**config.mk**
```make
export PLATFORM = sky130hd
export DESIGN_NAME = asc_converter_flat
export DESIGN_NICKNAME = d
export VERILOG_FILES = /design/src/inc/asc_pkg.sv /design/src/inc/asc_sync_if.sv /design/src/logic/asc_converter.sv /design/src/flat_wrapper.sv
export SDC_FILE = /design/constraint.sdc
export NUM_CORES = 1
export LEC_CHECK = 0
export ABC_AREA = 1
export BUFFER_PORTS_ARGS = -buffer_cell sky130_fd_sc_hd__buf_2
export CORE_MARGIN = 2
export CORE_UTILIZATION = 51
export CTS_CLUSTER_DIAMETER = 80
export CTS_CLUSTER_SIZE = 30
export DETAILED_ROUTE_END_ITERATION = 10
export PLACE_DENSITY = 0.73
export SYNTH_ARGS = -nofsm -noshare
export SYNTH_HDL_FRONTEND = slang
export SYNTH_SLANG_ARGS = --single-unit
```
**constraint.sdc**
```tcl
create_clock -name SYS_CLK -period 4.3 [get_ports SYS_CLK]
set_clock_uncertainty 0.1 [all_clocks]
set_input_delay 0.215 -clock SYS_CLK [delete_from_list [all_inputs] [get_ports SYS_CLK]]
set_output_delay 0.215 -clock SYS_CLK [all_outputs]
set_load 0.005 [all_outputs]
```
**src/inc/asc_pkg.sv**
```systemverilog
package asc_pkg;
	// =====================================================
	// Widths and depths
	localparam int DATA_W = 9;
	localparam int FIFO_DEPTH = 4;
	localparam int PTR_W = 2;
	localparam int CNT_W = 3;
	localparam int XMIT_BUSY_LEVEL = 2;
	localparam int SYNC_WORD_BITS = 8;
	localparam int OVERSAMPLE = 16;
	localparam int OS_MID = 7;
	localparam int OS_LAST = 15;
	// =====================================================
	// Rate generator, reference 4.096 MHz, divide to 16x rate
	localparam int DIV_W = 10;
	localparam logic [DIV_W-1:0] DIV_300 = 10'h355;
	localparam logic [DIV_W-1:0] DIV_600 = 10'h1aa;
	localparam logic [DIV_W-1:0] DIV_1200 = 10'h0d5;
	localparam logic [DIV_W-1:0] DIV_2400 = 10'h06a;
	localparam logic [DIV_W-1:0] DIV_4800 = 10'h035;
	localparam logic [DIV_W-1:0] DIV_9600 = 10'h01a;
	localparam logic [DIV_W-1:0] DIV_38400 = 10'h006;
	// =====================================================
	// Sync channel modes and loss-of-sync watch
	localparam logic MODE_CONT = 1'b0;
	localparam logic MODE_BURST = 1'b1;
	localparam logic [7:0] SYNC_FLAG_WORD = 8'h7e;
	localparam int SYNC_LOSS_WORDS = 16;
	localparam int SYNC_LOSS_W = 5;
	// =====================================================
	// Reset values
	localparam logic LINE_IDLE = 1'b1;
	localparam logic STATUS_RESET = 1'b1;
endpackage : asc_pkg

```
**src/inc/asc_sync_if.sv**
```systemverilog
interface asc_sync_if;
	// Data clock sampled synchronously, both modes
	logic sync_bit_clock;
	logic clock_mode_select;
	logic sync_out_enable;
	logic sync_in_enable;
	logic sync_channel_out;
	logic sync_channel_in;
	// Converter end: drives the data line from itself
	modport conv (
		input sync_bit_clock,
		input clock_mode_select,
		input sync_out_enable,
		input sync_in_enable,
		input sync_channel_in,
		output sync_channel_out
	);
	// Loop end: makes the clock and the enables
	modport loop (
		output sync_bit_clock,
		output clock_mode_select,
		output sync_out_enable,
		output sync_in_enable,
		output sync_channel_in,
		input sync_channel_out
	);
endinterface : asc_sync_if

```
**src/logic/asc_converter.sv**
```systemverilog
// What this block does
// - Mode low: shift and sample every falling edge
// - Mode high: out on rising, eight per enable
// - Mode high: in on falling, eight per enable
// - Sender frames start, stop, eight/nine bits
// - Word length input picks nine or eight
// - Rate select builds sixteen-times sampling tick
// - Divider offers rates 300 to 38400
// - Select zero: reference clock is 16x tick
// - Reference at 4.096 MHz; dividers round down, no divided rate exact
// - Strip start/stop, push data to transmit FIFO
// - Transmit status when FIFO above two words
// - Receive FIFO words framed, sent at same rate
// - Receive status on overwrite, reset, lost sync
// - Eight selectable rates: one per nonzero code, plus the reference at zero
module asc_converter #(
	parameter int WORD_W = asc_pkg::DATA_W,
	parameter int DEPTH = asc_pkg::FIFO_DEPTH
) (
	// Clock and reset
	input wire logic SYS_CLK,
	input wire logic RST,
	// Asynchronous side and its rate
	input wire logic ASYNC_IN,
	output logic ASYNC_OUT,
	input wire logic RATE_REF_CLOCK,
	input wire logic RATE_SELECT_0,
	input wire logic RATE_SELECT_1,
	input wire logic RATE_SELECT_2,
	input wire logic WORD_LENGTH_SELECT,
	// Status
	output logic XMIT_FIFO_STATUS,
	output logic RECV_FIFO_STATUS,
	// Synchronous channel
	asc_sync_if.conv SYNC
);
	import asc_pkg::*;
	// Refuse sizes that the fixed-width counters cannot serve
	if (WORD_W != DATA_W || DEPTH != (1 << PTR_W)) begin : gen_bad_size
		$error("asc_converter: unsupported width or depth");
	end
	// =====================================================
	// Rate tick: edges of the reference, optionally divided
	logic ref_q_ff, nxt_ref_q;
	logic [DIV_W-1:0] div_ff, nxt_div;
	logic tick_ff, nxt_tick;
	logic [2:0] sel;
	logic [DIV_W-1:0] div_end;
	assign sel = {RATE_SELECT_2, RATE_SELECT_1, RATE_SELECT_0};
	// One divider value per nonzero code
	always_comb begin
		case (sel)
			3'h1: div_end = DIV_300;
			3'h2: div_end = DIV_600;
			3'h3: div_end = DIV_1200;
			3'h4: div_end = DIV_2400;
			3'h5: div_end = DIV_4800;
			3'h6: div_end = DIV_9600;
			3'h7: div_end = DIV_38400;
			default: div_end = '0;
		endcase
	end
	// Dividers round down; not exact even at the nominal reference
	always_comb begin
		nxt_ref_q = RATE_REF_CLOCK;
		nxt_div = div_ff;
		nxt_tick = 1'b0;
		if (RATE_REF_CLOCK && !ref_q_ff) begin
			if (sel == 3'h0) begin
				nxt_tick = 1'b1;
			end else if (div_ff >= div_end - 1'b1) begin
				nxt_div = '0;
				nxt_tick = 1'b1;
			end else begin
				nxt_div = div_ff + 1'b1;
			end
		end
	end
	always_ff @(posedge SYS_CLK or posedge RST) begin
		if (RST) begin
			ref_q_ff <= 1'b0;
			div_ff <= '0;
			tick_ff <= 1'b0;
		end else begin
			ref_q_ff <= nxt_ref_q;
			div_ff <= nxt_div;
			tick_ff <= nxt_tick;
		end
	end
	// =====================================================
	// Asynchronous receiver into transmit FIFO
	typedef enum logic [2:0] {
		AR_IDLE = 3'b001,
		AR_DATA = 3'b010,
		AR_STOP = 3'b100
	} asc_arx_type;
	asc_arx_type ar_ff, nxt_ar;
	logic [3:0] ar_os_ff, nxt_ar_os;
	logic [3:0] ar_bit_ff, nxt_ar_bit;
	logic [WORD_W-1:0] ar_sh_ff, nxt_ar_sh;
	logic [3:0] nbits;
	logic tx_push;
	logic [WORD_W-1:0] tx_push_data;
	assign nbits = WORD_LENGTH_SELECT ? 4'h9 : 4'h8;
	always_comb begin
		nxt_ar = ar_ff;
		nxt_ar_os = ar_os_ff;
		nxt_ar_bit = ar_bit_ff;
		nxt_ar_sh = ar_sh_ff;
		tx_push = 1'b0;
		tx_push_data = ar_sh_ff;
		if (tick_ff) begin
			nxt_ar_os = ar_os_ff + 1'b1;
			case (ar_ff)
				AR_IDLE: begin
					if (ASYNC_IN) begin
						nxt_ar_os = '0;
					end else if (ar_os_ff == 4'(OS_MID)) begin
						nxt_ar_os = '0;
						nxt_ar_bit = '0;
						nxt_ar = AR_DATA;
					end
				end
				AR_DATA: begin
					if (ar_os_ff == 4'(OS_LAST)) begin
						nxt_ar_sh = {ASYNC_IN, ar_sh_ff[WORD_W-1:1]};
						nxt_ar_bit = ar_bit_ff + 1'b1;
						if (ar_bit_ff + 1'b1 == nbits)
							nxt_ar = AR_STOP;
					end
				end
				AR_STOP: begin
					if (ar_os_ff == 4'(OS_LAST)) begin
						nxt_ar_os = '0;
						nxt_ar = AR_IDLE;
						// Framing bits dropped; bad stop discards char
						tx_push = ASYNC_IN;
						tx_push_data = WORD_LENGTH_SELECT ? ar_sh_ff :
							{1'b0, ar_sh_ff[WORD_W-1:1]};
					end
				end
				default: nxt_ar = AR_IDLE;
			endcase
		end
	end
	always_ff @(posedge SYS_CLK or posedge RST) begin
		if (RST) begin
			ar_ff <= AR_IDLE;
			ar_os_ff <= '0;
			ar_bit_ff <= '0;
			ar_sh_ff <= '0;
		end else begin
			ar_ff <= nxt_ar;
			ar_os_ff <= nxt_ar_os;
			ar_bit_ff <= nxt_ar_bit;
			ar_sh_ff <= nxt_ar_sh;
		end
	end
	// =====================================================
	// FIFOs: transmit drops new word when full, receive overwrites
	logic [WORD_W-1:0] txm [DEPTH];
	logic [WORD_W-1:0] rxm [DEPTH];
	logic [PTR_W:0] tx_wp_ff, nxt_tx_wp, tx_rp_ff, nxt_tx_rp;
	logic [PTR_W:0] rx_wp_ff, nxt_rx_wp, rx_rp_ff, nxt_rx_rp;
	logic [PTR_W:0] tx_cnt, rx_cnt;
	logic tx_pop, rx_push, rx_pop;
	logic [WORD_W-1:0] rx_push_data;
	logic rx_over;
	assign tx_cnt = tx_wp_ff - tx_rp_ff;
	assign rx_cnt = rx_wp_ff - rx_rp_ff;
	always_comb begin
		nxt_tx_wp = tx_wp_ff + ((tx_push && tx_cnt != (PTR_W+1)'(DEPTH)) ? 1'b1 : 1'b0);
		nxt_tx_rp = tx_rp_ff + (tx_pop ? 1'b1 : 1'b0);
		rx_over = rx_push && rx_cnt == (PTR_W+1)'(DEPTH) && !rx_pop;
		nxt_rx_wp = rx_wp_ff + (rx_push ? 1'b1 : 1'b0);
		nxt_rx_rp = rx_rp_ff + ((rx_pop || rx_over) ? 1'b1 : 1'b0);
	end
	always_ff @(posedge SYS_CLK or posedge RST) begin
		if (RST) begin
			tx_wp_ff <= '0;
			tx_rp_ff <= '0;
			rx_wp_ff <= '0;
			rx_rp_ff <= '0;
		end else begin
			tx_wp_ff <= nxt_tx_wp;
			tx_rp_ff <= nxt_tx_rp;
			rx_wp_ff <= nxt_rx_wp;
			rx_rp_ff <= nxt_rx_rp;
		end
	end
	// Storage has no reset; pointers guard it
	always_ff @(posedge SYS_CLK) begin
		if (tx_push && tx_cnt != (PTR_W+1)'(DEPTH))
			txm[tx_wp_ff[PTR_W-1:0]] <= tx_push_data;
		if (rx_push)
			rxm[rx_wp_ff[PTR_W-1:0]] <= rx_push_data;
	end
	// =====================================================
	// Sync channel: edges of data clock, both directions
	logic dc_q_ff, nxt_dc_q;
	logic [WORD_W-1:0] so_sh_ff, nxt_so_sh;
	logic [3:0] so_left_ff, nxt_so_left;
	logic [CNT_W:0] so_burst_ff, nxt_so_burst;
	logic [WORD_W-1:0] si_sh_ff, nxt_si_sh;
	logic [3:0] si_cnt_ff, nxt_si_cnt;
	logic [CNT_W:0] si_burst_ff, nxt_si_burst;
	logic [7:0] flag_sh_ff, nxt_flag_sh;
	logic [SYNC_LOSS_W-1:0] loss_ff, nxt_loss;
	logic dco_ff, nxt_dco;
	logic rise, fall, out_edge, in_ok, out_ok, cont;
	assign cont = SYNC.clock_mode_select == MODE_CONT;
	assign rise = SYNC.sync_bit_clock && !dc_q_ff;
	assign fall = !SYNC.sync_bit_clock && dc_q_ff;
	assign out_edge = cont ? fall : rise;
	assign out_ok = SYNC.sync_out_enable && (cont || so_burst_ff < (CNT_W+1)'(8));
	assign in_ok = fall && SYNC.sync_in_enable &&
		(cont || si_burst_ff < (CNT_W+1)'(8));
	always_comb begin
		nxt_dc_q = SYNC.sync_bit_clock;
		nxt_so_sh = so_sh_ff;
		nxt_so_left = so_left_ff;
		nxt_so_burst = SYNC.sync_out_enable ? so_burst_ff : '0;
		nxt_si_burst = SYNC.sync_in_enable ? si_burst_ff : '0;
		nxt_si_sh = si_sh_ff;
		nxt_si_cnt = si_cnt_ff;
		nxt_flag_sh = flag_sh_ff;
		nxt_loss = loss_ff;
		nxt_dco = dco_ff;
		tx_pop = 1'b0;
		rx_push = 1'b0;
		rx_push_data = si_sh_ff;
		if (out_edge && out_ok) begin
			if (so_left_ff == '0 && tx_cnt != '0) begin
				// Start marker first, so the far end can find the word
				nxt_dco = 1'b0;
				nxt_so_sh = txm[tx_rp_ff[PTR_W-1:0]];
				nxt_so_left = nbits;
				tx_pop = 1'b1;
			end else if (so_left_ff != '0) begin
				nxt_dco = so_sh_ff[0];
				nxt_so_sh = so_sh_ff >> 1;
				nxt_so_left = so_left_ff - 1'b1;
			end else begin
				nxt_dco = LINE_IDLE;
			end
			nxt_so_burst = so_burst_ff + 1'b1;
		end
		if (in_ok) begin
			nxt_si_burst = si_burst_ff + 1'b1;
			nxt_flag_sh = {SYNC.sync_channel_in, flag_sh_ff[7:1]};
			if (si_cnt_ff == '0 && SYNC.sync_channel_in) begin
				// Idle marks between words
			end else if (si_cnt_ff == nbits) begin
				nxt_si_cnt = '0;
			end else begin
				nxt_si_sh = {SYNC.sync_channel_in, si_sh_ff[WORD_W-1:1]};
				nxt_si_cnt = si_cnt_ff + 1'b1;
				if (si_cnt_ff + 1'b1 == nbits + 1'b1) begin
					nxt_si_cnt = '0;
				end
			end
			// Start bit plus data collected: hand word over
			if (si_cnt_ff == nbits) begin
				rx_push = 1'b1;
				rx_push_data = WORD_LENGTH_SELECT ? {SYNC.sync_channel_in, si_sh_ff[WORD_W-1:1]}
					: {1'b0, SYNC.sync_channel_in, si_sh_ff[WORD_W-1:2]};
			end
			// Count bits since last flag word seen
			if ({SYNC.sync_channel_in, flag_sh_ff[7:1]} == SYNC_FLAG_WORD)
				nxt_loss = '0;
			else if (loss_ff != '1)
				nxt_loss = loss_ff + 1'b1;
		end
	end
	always_ff @(posedge SYS_CLK or posedge RST) begin
		if (RST) begin
			dc_q_ff <= 1'b1; // Data clock rests high: no false edge
			so_sh_ff <= '0;
			so_left_ff <= '0;
			so_burst_ff <= '0;
			si_sh_ff <= '0;
			si_cnt_ff <= '0;
			si_burst_ff <= '0;
			flag_sh_ff <= '0;
			loss_ff <= '0;
			dco_ff <= LINE_IDLE;
		end else begin
			dc_q_ff <= nxt_dc_q;
			so_sh_ff <= nxt_so_sh;
			so_left_ff <= nxt_so_left;
			so_burst_ff <= nxt_so_burst;
			si_sh_ff <= nxt_si_sh;
			si_cnt_ff <= nxt_si_cnt;
			si_burst_ff <= nxt_si_burst;
			flag_sh_ff <= nxt_flag_sh;
			loss_ff <= nxt_loss;
			dco_ff <= nxt_dco;
		end
	end
	assign SYNC.sync_channel_out = dco_ff;
	// =====================================================
	// Async transmitter from receive FIFO, same tick
	logic [3:0] at_os_ff, nxt_at_os;
	logic [3:0] at_left_ff, nxt_at_left;
	logic [WORD_W+1:0] at_sh_ff, nxt_at_sh;
	logic out_ff, nxt_out;
	logic ovr_ff, nxt_ovr;
	logic xs_ff, nxt_xs, rs_ff, nxt_rs;
	always_comb begin
		nxt_at_os = at_os_ff;
		nxt_at_left = at_left_ff;
		nxt_at_sh = at_sh_ff;
		nxt_out = out_ff;
		rx_pop = 1'b0;
		if (tick_ff) begin
			nxt_at_os = at_os_ff + 1'b1;
			if (at_os_ff == 4'(OS_LAST)) begin
				if (at_left_ff != '0) begin
					nxt_out = at_sh_ff[0];
					nxt_at_sh = {1'b1, at_sh_ff[WORD_W+1:1]};
					nxt_at_left = at_left_ff - 1'b1;
				end else if (rx_cnt != '0) begin
					// Start bit, data, stop bit appended
					nxt_out = 1'b0;
					nxt_at_sh = WORD_LENGTH_SELECT ? {1'b1, 1'b1, rxm[rx_rp_ff[PTR_W-1:0]]}
						: {1'b1, 1'b1, 1'b1, rxm[rx_rp_ff[PTR_W-1:0]][WORD_W-2:0]};
					nxt_at_left = nbits + 1'b1;
					rx_pop = 1'b1;
				end else begin
					nxt_out = LINE_IDLE;
				end
			end
		end
		// Overwrite flag is sticky until the FIFO drains
		nxt_ovr = rx_over ? 1'b1 : (rx_cnt == '0 ? 1'b0 : ovr_ff);
		nxt_xs = tx_cnt > (PTR_W+1)'(XMIT_BUSY_LEVEL);
		nxt_rs = nxt_ovr || loss_ff == '1;
	end
	always_ff @(posedge SYS_CLK or posedge RST) begin
		if (RST) begin
			at_os_ff <= '0;
			at_left_ff <= '0;
			at_sh_ff <= '1;
			out_ff <= LINE_IDLE;
			ovr_ff <= 1'b0;
			xs_ff <= STATUS_RESET;
			rs_ff <= STATUS_RESET;
		end else begin
			at_os_ff <= nxt_at_os;
			at_left_ff <= nxt_at_left;
			at_sh_ff <= nxt_at_sh;
			out_ff <= nxt_out;
			ovr_ff <= nxt_ovr;
			xs_ff <= nxt_xs;
			rs_ff <= nxt_rs;
		end
	end
	assign ASYNC_OUT = out_ff;
	assign XMIT_FIFO_STATUS = xs_ff;
	assign RECV_FIFO_STATUS = rs_ff;
endmodule : asc_converter

```
**src/flat_wrapper.sv**
```systemverilog
// flat-port wrapper written by rule: the top's interface ports become plain ports
module asc_converter_flat import asc_pkg::*;
#(
	parameter int WORD_W = asc_pkg::DATA_W,
	parameter int DEPTH = asc_pkg::FIFO_DEPTH
)
  (SYS_CLK, RST, ASYNC_IN, ASYNC_OUT, RATE_REF_CLOCK, RATE_SELECT_0, RATE_SELECT_1, RATE_SELECT_2, WORD_LENGTH_SELECT, XMIT_FIFO_STATUS, RECV_FIFO_STATUS, SYNC_sync_bit_clock, SYNC_clock_mode_select, SYNC_sync_out_enable, SYNC_sync_in_enable, SYNC_sync_channel_in, SYNC_sync_channel_out);
  asc_sync_if SYNC_i ();
  input wire logic SYS_CLK;
  input wire logic RST;
  input wire logic ASYNC_IN;
  output logic ASYNC_OUT;
  input wire logic RATE_REF_CLOCK;
  input wire logic RATE_SELECT_0;
  input wire logic RATE_SELECT_1;
  input wire logic RATE_SELECT_2;
  input wire logic WORD_LENGTH_SELECT;
  output logic XMIT_FIFO_STATUS;
  output logic RECV_FIFO_STATUS;
  input wire logic [$bits(SYNC_i.sync_bit_clock)-1:0] SYNC_sync_bit_clock;
  input wire logic [$bits(SYNC_i.clock_mode_select)-1:0] SYNC_clock_mode_select;
  input wire logic [$bits(SYNC_i.sync_out_enable)-1:0] SYNC_sync_out_enable;
  input wire logic [$bits(SYNC_i.sync_in_enable)-1:0] SYNC_sync_in_enable;
  input wire logic [$bits(SYNC_i.sync_channel_in)-1:0] SYNC_sync_channel_in;
  output wire logic [$bits(SYNC_i.sync_channel_out)-1:0] SYNC_sync_channel_out;
  assign SYNC_i.sync_bit_clock = SYNC_sync_bit_clock;
  assign SYNC_i.clock_mode_select = SYNC_clock_mode_select;
  assign SYNC_i.sync_out_enable = SYNC_sync_out_enable;
  assign SYNC_i.sync_in_enable = SYNC_sync_in_enable;
  assign SYNC_i.sync_channel_in = SYNC_sync_channel_in;
  assign SYNC_sync_channel_out = SYNC_i.sync_channel_out;
  asc_converter #(.WORD_W(WORD_W), .DEPTH(DEPTH)) u_core (.SYS_CLK(SYS_CLK), .RST(RST), .ASYNC_IN(ASYNC_IN), .ASYNC_OUT(ASYNC_OUT), .RATE_REF_CLOCK(RATE_REF_CLOCK), .RATE_SELECT_0(RATE_SELECT_0), .RATE_SELECT_1(RATE_SELECT_1), .RATE_SELECT_2(RATE_SELECT_2), .WORD_LENGTH_SELECT(WORD_LENGTH_SELECT), .XMIT_FIFO_STATUS(XMIT_FIFO_STATUS), .RECV_FIFO_STATUS(RECV_FIFO_STATUS), .SYNC(SYNC_i));
endmodule
```
==> results.json, run 1 <==
{
  "maximum_number_of_pins_on_one_net_before_global_route_repair": 57,
  "drt_iter0_drc": 468,
  "highest_layer": "met4",
  "postCtsResizedCells": 0,
  "max_slew.worst_pin.slew_ns": 0.747,
  "slew_headroom_pct": 50.0,
  "startpoint_type_of_the_worst_setup_path": "flip-flop",
  "synthCells": 1031,
  "core.rowCount": 48,
  "timing.critical_path.arrival_ns": 3.06,
  "setup.worst_path.start": "u_core.tx_rp_ff[1]",
  "place_area_um2": 9410,
  "synth.lib_cells_used.distinct": 45,
  "gr-total-overflow": 0,
  "path_cells": "clkinv_1, fa_1, inv_1, nand2_1, nand3_1, nand2_1, nand2_1, nand2_1, inv_1, nand2_1, nor2_1",
  "dr_wl_met3_um": 622,
  "rsz0062_at_grt": "false",
  "syn_avg_cell_area_um2": 8.88,
  "synth.ff_latch_count": 185,
  "critical_path.max_fanout": 11,
  "floorplan.die_area_um2": 19000,
  "total_power_w": 0.00495,
  "top_area_cell_type_share_of_the_netlist_area_pct": 26.8,
  "global_route_wire_length_before_repair_um": 28500,
  "place.detailed.hpwl_um": 11500,
  "synth_top_cells_by_area": "sky130_fd_sc_hd__dfrtp_1 (27%), sky130_fd_sc_hd__edfxtp_1 (24%), sky130_fd_sc_hd__nand2_1 (15%), sky130_fd_sc_hd__ha_1 (4.8%), sky130_fd_sc_hd__nand3_1 (4.8%)",
  "grt_antenna_before_repair": 0,
  "category_of_the_worst_setup_path_capture_point": "flip-flop",
  "critical_path.slowest_cell": "sky130_fd_sc_hd__nor2_1",
  "antenna_cells": 0,
  "layout.filler_cells": 1522,
  "clock_sinks": 185,
  "design.final.nets": 1100,
  "synth_top_cell_by_area": "sky130_fd_sc_hd__dfrtp_1",
  "fmax_mhz": 322,
  "min-delay-path-class": "input port to flip-flop",
  "firstDrtPassIters": 6,
  "placement.io_buffers": 16,
  "rr_startpoint": "u_core.tx_rp_ff[1]",
  "status": "completed",
  "post-synth-top-count-cell": "sky130_fd_sc_hd__nand2_1",
  "synth.net_count": 1080,
  "synth_ff_type": "sky130_fd_sc_hd__dfrtp_1",
  "synth.yosys.seq_area_share_pct": 54.7,
  "global_route.usage.total_pct": 19.0,
  "tritoncts": "built",
  "power_density_nw_per_um2": 493,
  "drt-total-wl_um": 16600,
  "number_of_design_rule_violations_left_after_detail_routing": 0,
  "post-route-period-util_pct": 72.2,
  "seqCellArea_um2": 5010,
  "cts_htree_levels": 4,
  "insertion_delay_to_the_later_sink_of_the_worst_skew_pair_ns": 0.42,
  "routedWlPerCell_um": 12.9,
  "clock-root-buffer": "sky130_fd_sc_hd__clkbuf_16",
  "final_layout_size_suffix_gt1_share_pct": 9.30,
  "finish.instance_area_um2": 10000,
  "num_io_pins": 17,
  "syn-cell-area_um2": 9150,
  "worstHoldStart": "RATE_SELECT_1",
  "crit_path_frequent_cell": "sky130_fd_sc_hd__nand2_1",
  "cp_num_buf_inv": 3,
  "setup_total_negative_slack_ns": 0,
  "async_reset_ff_share_pct": 61.1,
  "setup_slack_after_layout_ns": 1.20,
  "via_per_inst": 5.11,
  "chip_width_um": 138,
  "synth_edf_count": 72,
  "timing_max_transition_violations_final": 0,
  "setup_violations": 0,
  "multiInputGateArea_um2": 3560,
  "synthToLayoutAreaGrowth_pct": 9.69,
  "vias": 6588,
  "vdd.ir_drop.worst_v": 0.000315,
  "wirelength_met1_um": 8160,
  "ys.warnings.count": 0,
  "die_h_um": 138,
  "critPathKind": "flip-flop to flip-flop",
  "first_global_vias": 6080,
  "required_time_of_the_worst_setup_path_ns": 4.25,
  "power.static_leakage_nw": 4.67,
  "critical_path.max_stage_delay_ns": 0.57,
  "hold_violations": 0,
  "crit_family": "simple AND/OR/NAND/NOR gates",
  "floorplan.initialDensity_pct": 52.6,
  "period_needed_ns": 3.10,
  "synthTopCellsByCount": "sky130_fd_sc_hd__nand2_1 (355), sky130_fd_sc_hd__dfrtp_1 (98), sky130_fd_sc_hd__inv_1 (98)",
  "number_of_buffers_created_by_cts": 17,
  "finalWeightedCongestion": 0.797,
  "clock_tree.buffer_depth": 2,
  "core-area_um2": 17400,
  "fin_hold_ws_ns": 0.0880,
  "worst_setup_hold_path_clk_slew_ns": 0.07,
  "route.met2.wl_um": 7690,
  "dp_slack_ns": 1.20,
  "detail-route-antenna-nets": 0,
  "drv.max_cap_violation_count": 0
}
what timing repair did:
action,in CTS,in global routing
setup buffers,0,0
hold buffers,6,0
endpoints found under the hold margin,61,0
registers in the layout, summed over array words and instances (netlist names), 5 cells and up:
signal	cells
u_core.at_sh_ff	9
u_core.so_sh_ff	9
u_core.flag_sh_ff	7
u_core.txm	36
u_core.rxm	36
u_core.div_ff	10
u_core.ar_sh_ff	9
u_core.loss_ff	5
u_core.si_sh_ff	9
cell usage in the layout (no fill, tap or decap), types with 2 or more instances in the layout:
master / Yosys / final
sky130_fd_sc_hd__a31oi_1: 2 / 2
sky130_fd_sc_hd__dlygate4sd3_1: 0 / 6
sky130_fd_sc_hd__a21oi_1: 14 / 14
sky130_fd_sc_hd__nand3_1: 87 / 87
sky130_fd_sc_hd__o21ai_0: 56 / 56
sky130_fd_sc_hd__nand3b_1: 2 / 2
sky130_fd_sc_hd__nand4_1: 17 / 17
sky130_fd_sc_hd__inv_8: 0 / 3
sky130_fd_sc_hd__nor2_4: 2 / 2
sky130_fd_sc_hd__nand2_2: 5 / 5
sky130_fd_sc_hd__inv_2: 8 / 8
sky130_fd_sc_hd__nand2_1: 355 / 355
sky130_fd_sc_hd__inv_1: 98 / 97
sky130_fd_sc_hd__o21ai_1: 10 / 10
sky130_fd_sc_hd__buf_2: 20 / 16
sky130_fd_sc_hd__xor2_1: 13 / 13
sky130_fd_sc_hd__nor3_1: 13 / 13
sky130_fd_sc_hd__buf_4: 1 / 9
sky130_fd_sc_hd__o211ai_1: 17 / 17
sky130_fd_sc_hd__nor2_2: 4 / 4
sky130_fd_sc_hd__clkinv_1: 2 / 3
sky130_fd_sc_hd__dfrtp_1: 98 / 98
sky130_fd_sc_hd__nor2_1: 48 / 48
sky130_fd_sc_hd__clkinv_4: 0 / 2
sky130_fd_sc_hd__clkinvlp_4: 0 / 4
sky130_fd_sc_hd__ha_1: 35 / 35
sky130_fd_sc_hd__clkbuf_16: 0 / 17
sky130_fd_sc_hd__xnor2_1: 9 / 9
sky130_fd_sc_hd__edfxtp_1: 72 / 72
sky130_fd_sc_hd__nand3_2: 3 / 3
sky130_fd_sc_hd__dfstp_2: 15 / 15
cell families (layout without fill, tap and decap cells):
logic type | after synthesis | in the layout | share of synthesized area (%)
DFF | 185 | 185 | 54.7
AOI/OAI and AO/OA | 107 | 107 | 6.63
buffers and inverters | 138 | 171 | 6.38
and+or+nand+nor | 542 | 542 | 25.0
muxes | 1 | 1 | 0.109
adders and majority gates | 36 | 36 | 5.00
xor gates and xnor gates | 22 | 22 | 2.11
metrics by stage:
step | utilization (%) | std cells
6_report | 57.6 | 1289
3_5_place_dp | 54.0 | 1251
3_3_place_gp | 54.0 | 1251
4_1_cts | 57.6 | 1289
5_1_grt | 57.6 | 1289
2_1_floorplan | - | 1031
final timing paths:
kind / end / slack (ns) / cells past startpoint
hold / removal: u_core.tick_ff / 0.09 / 4
hold reg to reg: u_core.at_sh_ff[4] / 0.36 / 2
min in group asynchronous: u_core.at_left_ff[1] / 0.35 / 3
setup / recovery: u_core.txm[2][5] / 1.20 / 11
setup reg to reg: u_core.txm[2][5] / 1.20 / 11
max in group asynchronous: u_core.ar_ff[0] / 2.80 / 4
routing by layer:
| layer | global-route usage [%] | vias up |
|---|---|---|
| li1 | - | 3416 |
| met1 | 26.7 | 3070 |
| met2 | 30.2 | 89 |
| met3 | 4.31 | 13 |
| met4 | 4.82 | 0 |
| met5 | 0 | - |
area by class of cell:
type,instances,area share [%]
repair buffers,31,2.07
flip-flops and latches,185,49.9
multi-input cells,708,35.5
clock buffers,18,4.27
well taps,225,2.80
inverters,108,4.06
clock inverters,14,1.45
worst reg2reg max path, delay by kind of cell, from the launching register on:
| kind | cells | cell delay (ns) |
|---|---|---|
| adders and majority gates | 1 | 0.53 |
| buffers and inverters | 3 | 0.52 |
| DFF | 1 | 0.53 |
| and+or+nand+nor | 7 | 1.04 |
where the power goes:
group | internal, W | switching (W)
combinational | 0.000395 | 0.000686
sequential | 0.00211 | 0.000256
clock | 0.000814 | 0.000692
total | 0.00332 | 0.00163
(Power assumes the default switching activity.)
==> inputs of run 2 (changes only) <==
Clock period 4.3 ns to 3 ns, I/O delays scaled along.
==> run 2 against run 1 <==
Register-to-register slack worse by 0.78 ns. First-iteration DRC count down 9.6%. Final cell count up 1.0%. Clock power up 42%. Largest cell class unchanged. Sequential cell count unchanged. Count of clock-buffer cells in the layout down 1. Wire length up 1.5%. Power up 43%. Non-clock buffer count up 13.
==> results.json, run 2 (same netlist as run 1, synthesis figures left out) <==
{
  "multiInputGateArea_um2": 3560,
  "worstHoldStart": "RATE_SELECT_1",
  "gr-total-overflow": 0,
  "netSwitchingFraction_pct": 32.9,
  "tritoncts": "built",
  "startpoint_type_of_the_worst_setup_path": "flip-flop",
  "global_route.usage.total_pct": 19.2,
  "setup_violations": 0,
  "period_needed_ns": 2.58,
  "detail-route-antenna-nets": 0,
  "place_area_um2": 9520,
  "worst_hold_path.endpoint": "u_core.tick_ff",
  "finalCoreUtilization_pct": 58.3,
  "switching_power_w": 0.00234,
  "rr_startpoint": "u_core.tx_rp_ff[1]",
  "routedWlPerCell_um": 13.0,
  "worst_hold_path.num_cells": 4,
  "synthToLayoutAreaGrowth_pct": 11.0,
  "critical_path.max_fanout": 13,
  "final_common_cell": "sky130_fd_sc_hd__nand2_1",
  "cts_htree_levels": 4,
  "power.clock.fraction_pct": 30.2,
  "min-delay-path-class": "input port to flip-flop",
  "drt-total-wl_um": 16900,
  "floorplan.die_area_um2": 19000,
  "number_of_buffers_created_by_cts": 17,
  "post_cts_buffers": 0,
  "status": "completed",
  "setup_slack_after_layout_ns": 0.417,
  "final_layout_size_suffix_gt1_share_pct": 10.4,
  "rsz0062_at_grt": "false",
  "chip_width_um": 138,
  "firstDrtPassIters": 5,
  "post-route-period-util_pct": 86.1,
  "fmax_mhz": 387,
  "floorplan.initialDensity_pct": 52.6,
  "dp_slack_ns": 0.439,
  "hold_violations": 0,
  "drt_iter0_drc": 423,
  "seqCellArea_um2": 5010,
  "drv.max_cap_violation_count": 0,
  "worst_setup_hold_path_clk_slew_ns": 0.07,
  "required_time_of_the_worst_setup_path_ns": 3.21,
  "max_slew.worst_pin.slew_ns": 0.667,
  "category_of_the_worst_setup_path_capture_point": "flip-flop",
  "die_h_um": 138,
  "clock_tree.buffer_depth": 2,
  "place.detailed.hpwl_um": 11800,
  "p_seq_share_pct": 47.3,
  "timing_max_transition_violations_final": 0,
  "critPathKind": "flip-flop to flip-flop",
  "worst-r2r-setup-slack_ns": 0.42,
  "reg2reg_depth": 11,
  "core.rowCount": 48,
  "design_internal_power_w": 0.00477,
  "finalWeightedCongestion": 0.811,
  "number_of_design_rule_violations_left_after_detail_routing": 0,
  "clock_sinks": 185,
  "layout_common_cells": "sky130_fd_sc_hd__nand2_1 (355), sky130_fd_sc_hd__dfrtp_1 (98), sky130_fd_sc_hd__inv_1 (97), sky130_fd_sc_hd__nand3_1 (87), sky130_fd_sc_hd__edfxtp_1 (72)",
  "global_route_wire_length_before_repair_um": 28700,
  "maximum_number_of_pins_on_one_net_before_global_route_repair": 64,
  "timing.rr.end": "u_core.tx_rp_ff[2]",
  "timing.critical_path.arrival_ns": 2.80,
  "insertion_delay_to_the_later_sink_of_the_worst_skew_pair_ns": 0.42,
  "placement.io_buffers": 16,
  "setup_total_negative_slack_ns": 0,
  "num_io_pins": 17,
  "grt_antenna_before_repair": 0,
  "power_density_nw_per_um2": 699,
  "clock-root-buffer": "sky130_fd_sc_hd__clkbuf_16",
  "antenna_cells": 0,
  "layout.filler_cells": 1479,
  "first_global_vias": 6114,
  "via_per_inst": 5.13,
  "vias": 6681,
  "comb_power_share_pct": 22.5,
  "design.final.nets": 1113,
  "power.static_leakage_nw": 4.74,
  "slew_headroom_pct": 55.5,
  "finish.instance_area_um2": 10200,
  "vdd.ir_drop.worst_v": 0.000520,
  "core-area_um2": 17400
}
==> run 2: critical path, cell delays in order, from the launching register on <==
cell                       delay, ns
sky130_fd_sc_hd__dfrtp_1        0.51
sky130_fd_sc_hd__clkinv_1       0.18
sky130_fd_sc_hd__fa_1           0.45
sky130_fd_sc_hd__inv_1          0.06
sky130_fd_sc_hd__nand2_1        0.06
sky130_fd_sc_hd__nand3_1        0.14
sky130_fd_sc_hd__nand3_2        0.25
sky130_fd_sc_hd__nand2_1        0.15
sky130_fd_sc_hd__nor2_1         0.07
sky130_fd_sc_hd__ha_1           0.18
sky130_fd_sc_hd__ha_1           0.18
sky130_fd_sc_hd__xor2_1         0.14
==> run 2: area by class of cell <==
cell class	count	share of cell area [%]
sequential	185	49.3
multi-input combinational	708	35.0
clock buffer	17	4.19
inverter	108	4.03
timing repair buffer	44	3.28
tap	225	2.77
clock inverter	15	1.37
==> run 2: worst max path at each step <==
stage / start / to / slack (ns) / cells after the start
6_report: u_core.tx_rp_ff[1] / u_core.tx_rp_ff[2] / 0.42 / 11
5_1_grt: u_core.tx_rp_ff[1] / u_core.tx_rp_ff[2] / 0.21 / 11
4_1_cts: u_core.tx_rp_ff[1] / u_core.tx_rp_ff[2] / 0.44 / 11
3_5_place_dp: u_core.tx_rp_ff[1] / u_core.tx_rp_ff[2] / 0.44 / 11
3_3_place_gp: u_core.tx_rp_ff[1] / u_core.tx_rp_ff[2] / 0.50 / 11
2_1_floorplan: u_core.tx_rp_ff[1] / u_core.txm[1][0] / 0.26 / 10
==> run 2: timing repair <==
action	CTS	global route
resized for setup	0	0
hold buffers	7	0
hold endpoints to repair	62	0
==> run 2: power by group through the flow <==
stage | Combinational, W | Sequential [W] | Clock, W
3_3_place_gp | 0.00153 | 0.00339 | 0
4_1_cts | 0.00160 | 0.00335 | 0.00219
2_1_floorplan | 0.00131 | 0.00330 | 0
5_1_grt | 0.00189 | 0.00341 | 0.00229
3_5_place_dp | 0.00158 | 0.00340 | 0
6_report | 0.00160 | 0.00336 | 0.00214
==> run 2: through the flow <==
step / power (W) / hold WS (ns) / std cells
detailed placement: 0.00498 / 0.0801 / 1263
floorplan: 0.00461 / 0.0545 / 1031
global placement: 0.00492 / 0.0840 / 1263
CTS: 0.00714 / 0.00110 / 1302
finish: 0.00710 / 0.0222 / 1302
global route: 0.00759 / 0.0381 / 1302
==> run 2: metal layers <==
layer,track usage [%],share of wire [%]
met1,27.1,49
met2,30.5,46
met3,4.17,3.6
met4,4.88,1.1
met5,0,0
==> inputs of run 3 (changes only) <==
Settings changed: REMOVE_ABC_BUFFERS set to 1.
==> run 3 against run 2 <==
Global-route usage about the same. Worst hold slack better by 0.046 ns. Sequential share of layout area grew 0.18 points. First-iteration DRC count grew 40%. Setup slack got worse by 0.0050 ns. Sequential cell count unchanged. Final cell count about the same. Non-clock buffer count fell by 1. Clock power decreased by 3%. Fmax fell by 0.19%. Utilization decreased by 0.21 points. Count of clock-buffer cells in the layout increased by 3. Largest cell class unchanged. Largest power group unchanged. Highest routed layer unchanged.
==> results.json, run 3 (same netlist as run 1, synthesis figures left out) <==
{
  "clock_tree.buffer_depth": 2,
  "drt_iter0_drc": 591,
  "period_needed_ns": 2.59,
  "power_density_nw_per_um2": 693,
  "setup_violations": 0,
  "first_global_vias": 6066,
  "seqCellArea_um2": 5010,
  "final_common_cell": "sky130_fd_sc_hd__nand2_1",
  "grt_antenna_before_repair": 0,
  "number_of_buffers_created_by_cts": 17,
  "worst-r2r-setup-slack_ns": 0.41,
  "worstHoldStart": "RATE_SELECT_2",
  "slew_headroom_pct": 54.0,
  "worst_hold_path.endpoint": "u_core.tick_ff",
  "category_of_the_worst_setup_path_capture_point": "flip-flop",
  "global_route_wire_length_before_repair_um": 28700,
  "postCtsResizedCells": 0,
  "timing.rr.end": "u_core.tx_rp_ff[2]",
  "gr-usage-met3_pct": 3.55,
  "reg2reg_depth": 11,
  "finalCoreUtilization_pct": 58.1,
  "timing_max_transition_violations_final": 0,
  "insertion_delay_to_the_later_sink_of_the_worst_skew_pair_ns": 0.43,
  "worst_setup_hold_path_clk_slew_ns": 0.07,
  "antenna_cells": 0,
  "place_area_um2": 9490,
  "rr_startpoint": "u_core.tx_rp_ff[1]",
  "globalRouteMet2Util_pct": 29.3,
  "required_time_of_the_worst_setup_path_ns": 3.22,
  "fmax_mhz": 386,
  "status": "completed",
  "drt-total-wl_um": 16700,
  "final_layout_size_suffix_gt1_share_pct": 10.2,
  "via_per_inst": 5.08,
  "placement.io_buffers": 16,
  "global_route.usage.total_pct": 19.2,
  "min-delay-path-class": "input port to flip-flop",
  "grt_busiest_layer": "met2",
  "design.final.nets": 1112,
  "layout_common_cells": "sky130_fd_sc_hd__nand2_1 (355), sky130_fd_sc_hd__dfrtp_1 (98), sky130_fd_sc_hd__inv_1 (97), sky130_fd_sc_hd__nand3_1 (87), sky130_fd_sc_hd__edfxtp_1 (72)",
  "die_h_um": 138,
  "startpoint_type_of_the_worst_setup_path": "flip-flop",
  "synthToLayoutAreaGrowth_pct": 10.6,
  "place.detailed.hpwl_um": 11900,
  "tritoncts": "built",
  "firstDrtPassIters": 5,
  "critPathKind": "flip-flop to flip-flop",
  "cts_htree_levels": 4,
  "layout.filler_cells": 1496,
  "post-route-period-util_pct": 86.3,
  "vdd.ir_drop.worst_v": 0.000500,
  "core.rowCount": 48,
  "vias": 6614,
  "finish.instance_area_um2": 10100,
  "num_io_pins": 17,
  "floorplan.initialDensity_pct": 52.6,
  "power.static_leakage_nw": 4.73,
  "max_slew.worst_pin.slew_ns": 0.682,
  "core-area_um2": 17400,
  "multiInputGateArea_um2": 3560,
  "chip_width_um": 138,
  "gr-total-overflow": 0,
  "drv.max_cap_violation_count": 0,
  "rsz0062_at_grt": "false",
  "worst_hold_path.num_cells": 4,
  "clock-root-buffer": "sky130_fd_sc_hd__clkbuf_16",
  "routedWlPerCell_um": 12.8,
  "timing.critical_path.arrival_ns": 2.81,
  "maximum_number_of_pins_on_one_net_before_global_route_repair": 70,
  "finalWeightedCongestion": 0.801,
  "number_of_design_rule_violations_left_after_detail_routing": 0,
  "detail-route-antenna-nets": 0,
  "hold_violations": 0,
  "clock_sinks": 185,
  "global_route_track_usage_on_met1_pct": 28.1,
  "floorplan.die_area_um2": 19000,
  "critical_path.max_fanout": 13
}
## run 3: cell count changes in the layout (fill, tap and decap cells not counted), sizes merged
cell / previous run / this run
clkbuf: 17 / 20
buf: 37 / 35
bufinv: 1 / 0
clkinvlp: 2 / 1
dlygate4sd3: 7 / 8
inv: 111 / 110
## run 3: repair_timing
action,4_1_cts,5_1_grt
hold buffers,8,0
buffers inserted,0,0
hold endpoints to repair,46,0
## run 3: worst max path at each step
stage	end	slack [ns]	startpoint
finish	u_core.tx_rp_ff[2]	0.41	u_core.tx_rp_ff[1]
global route	u_core.tx_rp_ff[2]	0.20	u_core.tx_rp_ff[1]
CTS	u_core.tx_rp_ff[2]	0.40	u_core.tx_rp_ff[1]
detailed placement	u_core.tx_rp_ff[2]	0.41	u_core.tx_rp_ff[1]
global placement	u_core.tx_rp_ff[2]	0.49	u_core.tx_rp_ff[1]
floorplan	u_core.ar_bit_ff[0]	-0.21	RST
## run 3: layout make-up
cell class	count	area share, %
flip-flops and latches	185	49.5
multi-input cells	708	35.2
well taps	225	2.78
repair buffers	43	3.12
clock inverters	12	0.890
clock buffers	20	4.51
inverters	108	4.03
## run 3: per-stage QoR
step	total power, W	hold slack (ns)	setup TNS (ns)	setup WS, ns	instances
after floorplan	0.00456	0.0545	-20.83	-0.213	1001
after global placement	0.00492	0.158	0	0.488	1261
after detailed placement	0.00498	0.162	0	0.406	1261
after CTS	0.00706	0.0479	0	0.403	1301
after global routing	0.00750	0.0786	0	0.203	1301
final	0.00701	0.0684	0	0.412	1301
## run 3: power by group
group / internal, W / total (W) / switching [W]
clock network: 0.00111 / 0.00207 / 0.000954
logic: 0.000577 / 0.00159 / 0.00102
registers: 0.00302 / 0.00335 / 0.000327
total: 0.00471 / 0.00701 / 0.00230
## run 3: critical path: stages, from the launching register on
cell	delay [ns]
sky130_fd_sc_hd__dfrtp_1	0.52
sky130_fd_sc_hd__clkinv_1	0.18
sky130_fd_sc_hd__fa_1	0.46
sky130_fd_sc_hd__inv_1	0.06
sky130_fd_sc_hd__nand2_1	0.05
sky130_fd_sc_hd__nand3_1	0.12
sky130_fd_sc_hd__nand3_2	0.25
sky130_fd_sc_hd__nand2_1	0.16
sky130_fd_sc_hd__nor2_1	0.07
sky130_fd_sc_hd__ha_1	0.19
sky130_fd_sc_hd__ha_1	0.19
sky130_fd_sc_hd__xor2_1	0.13
## run 3: per-layer routing
metal	vias up	wire [um]
met4	0	217
met5	-	0
met1	3063	8480
met3	17	522
met2	98	7480
li1	3436	-
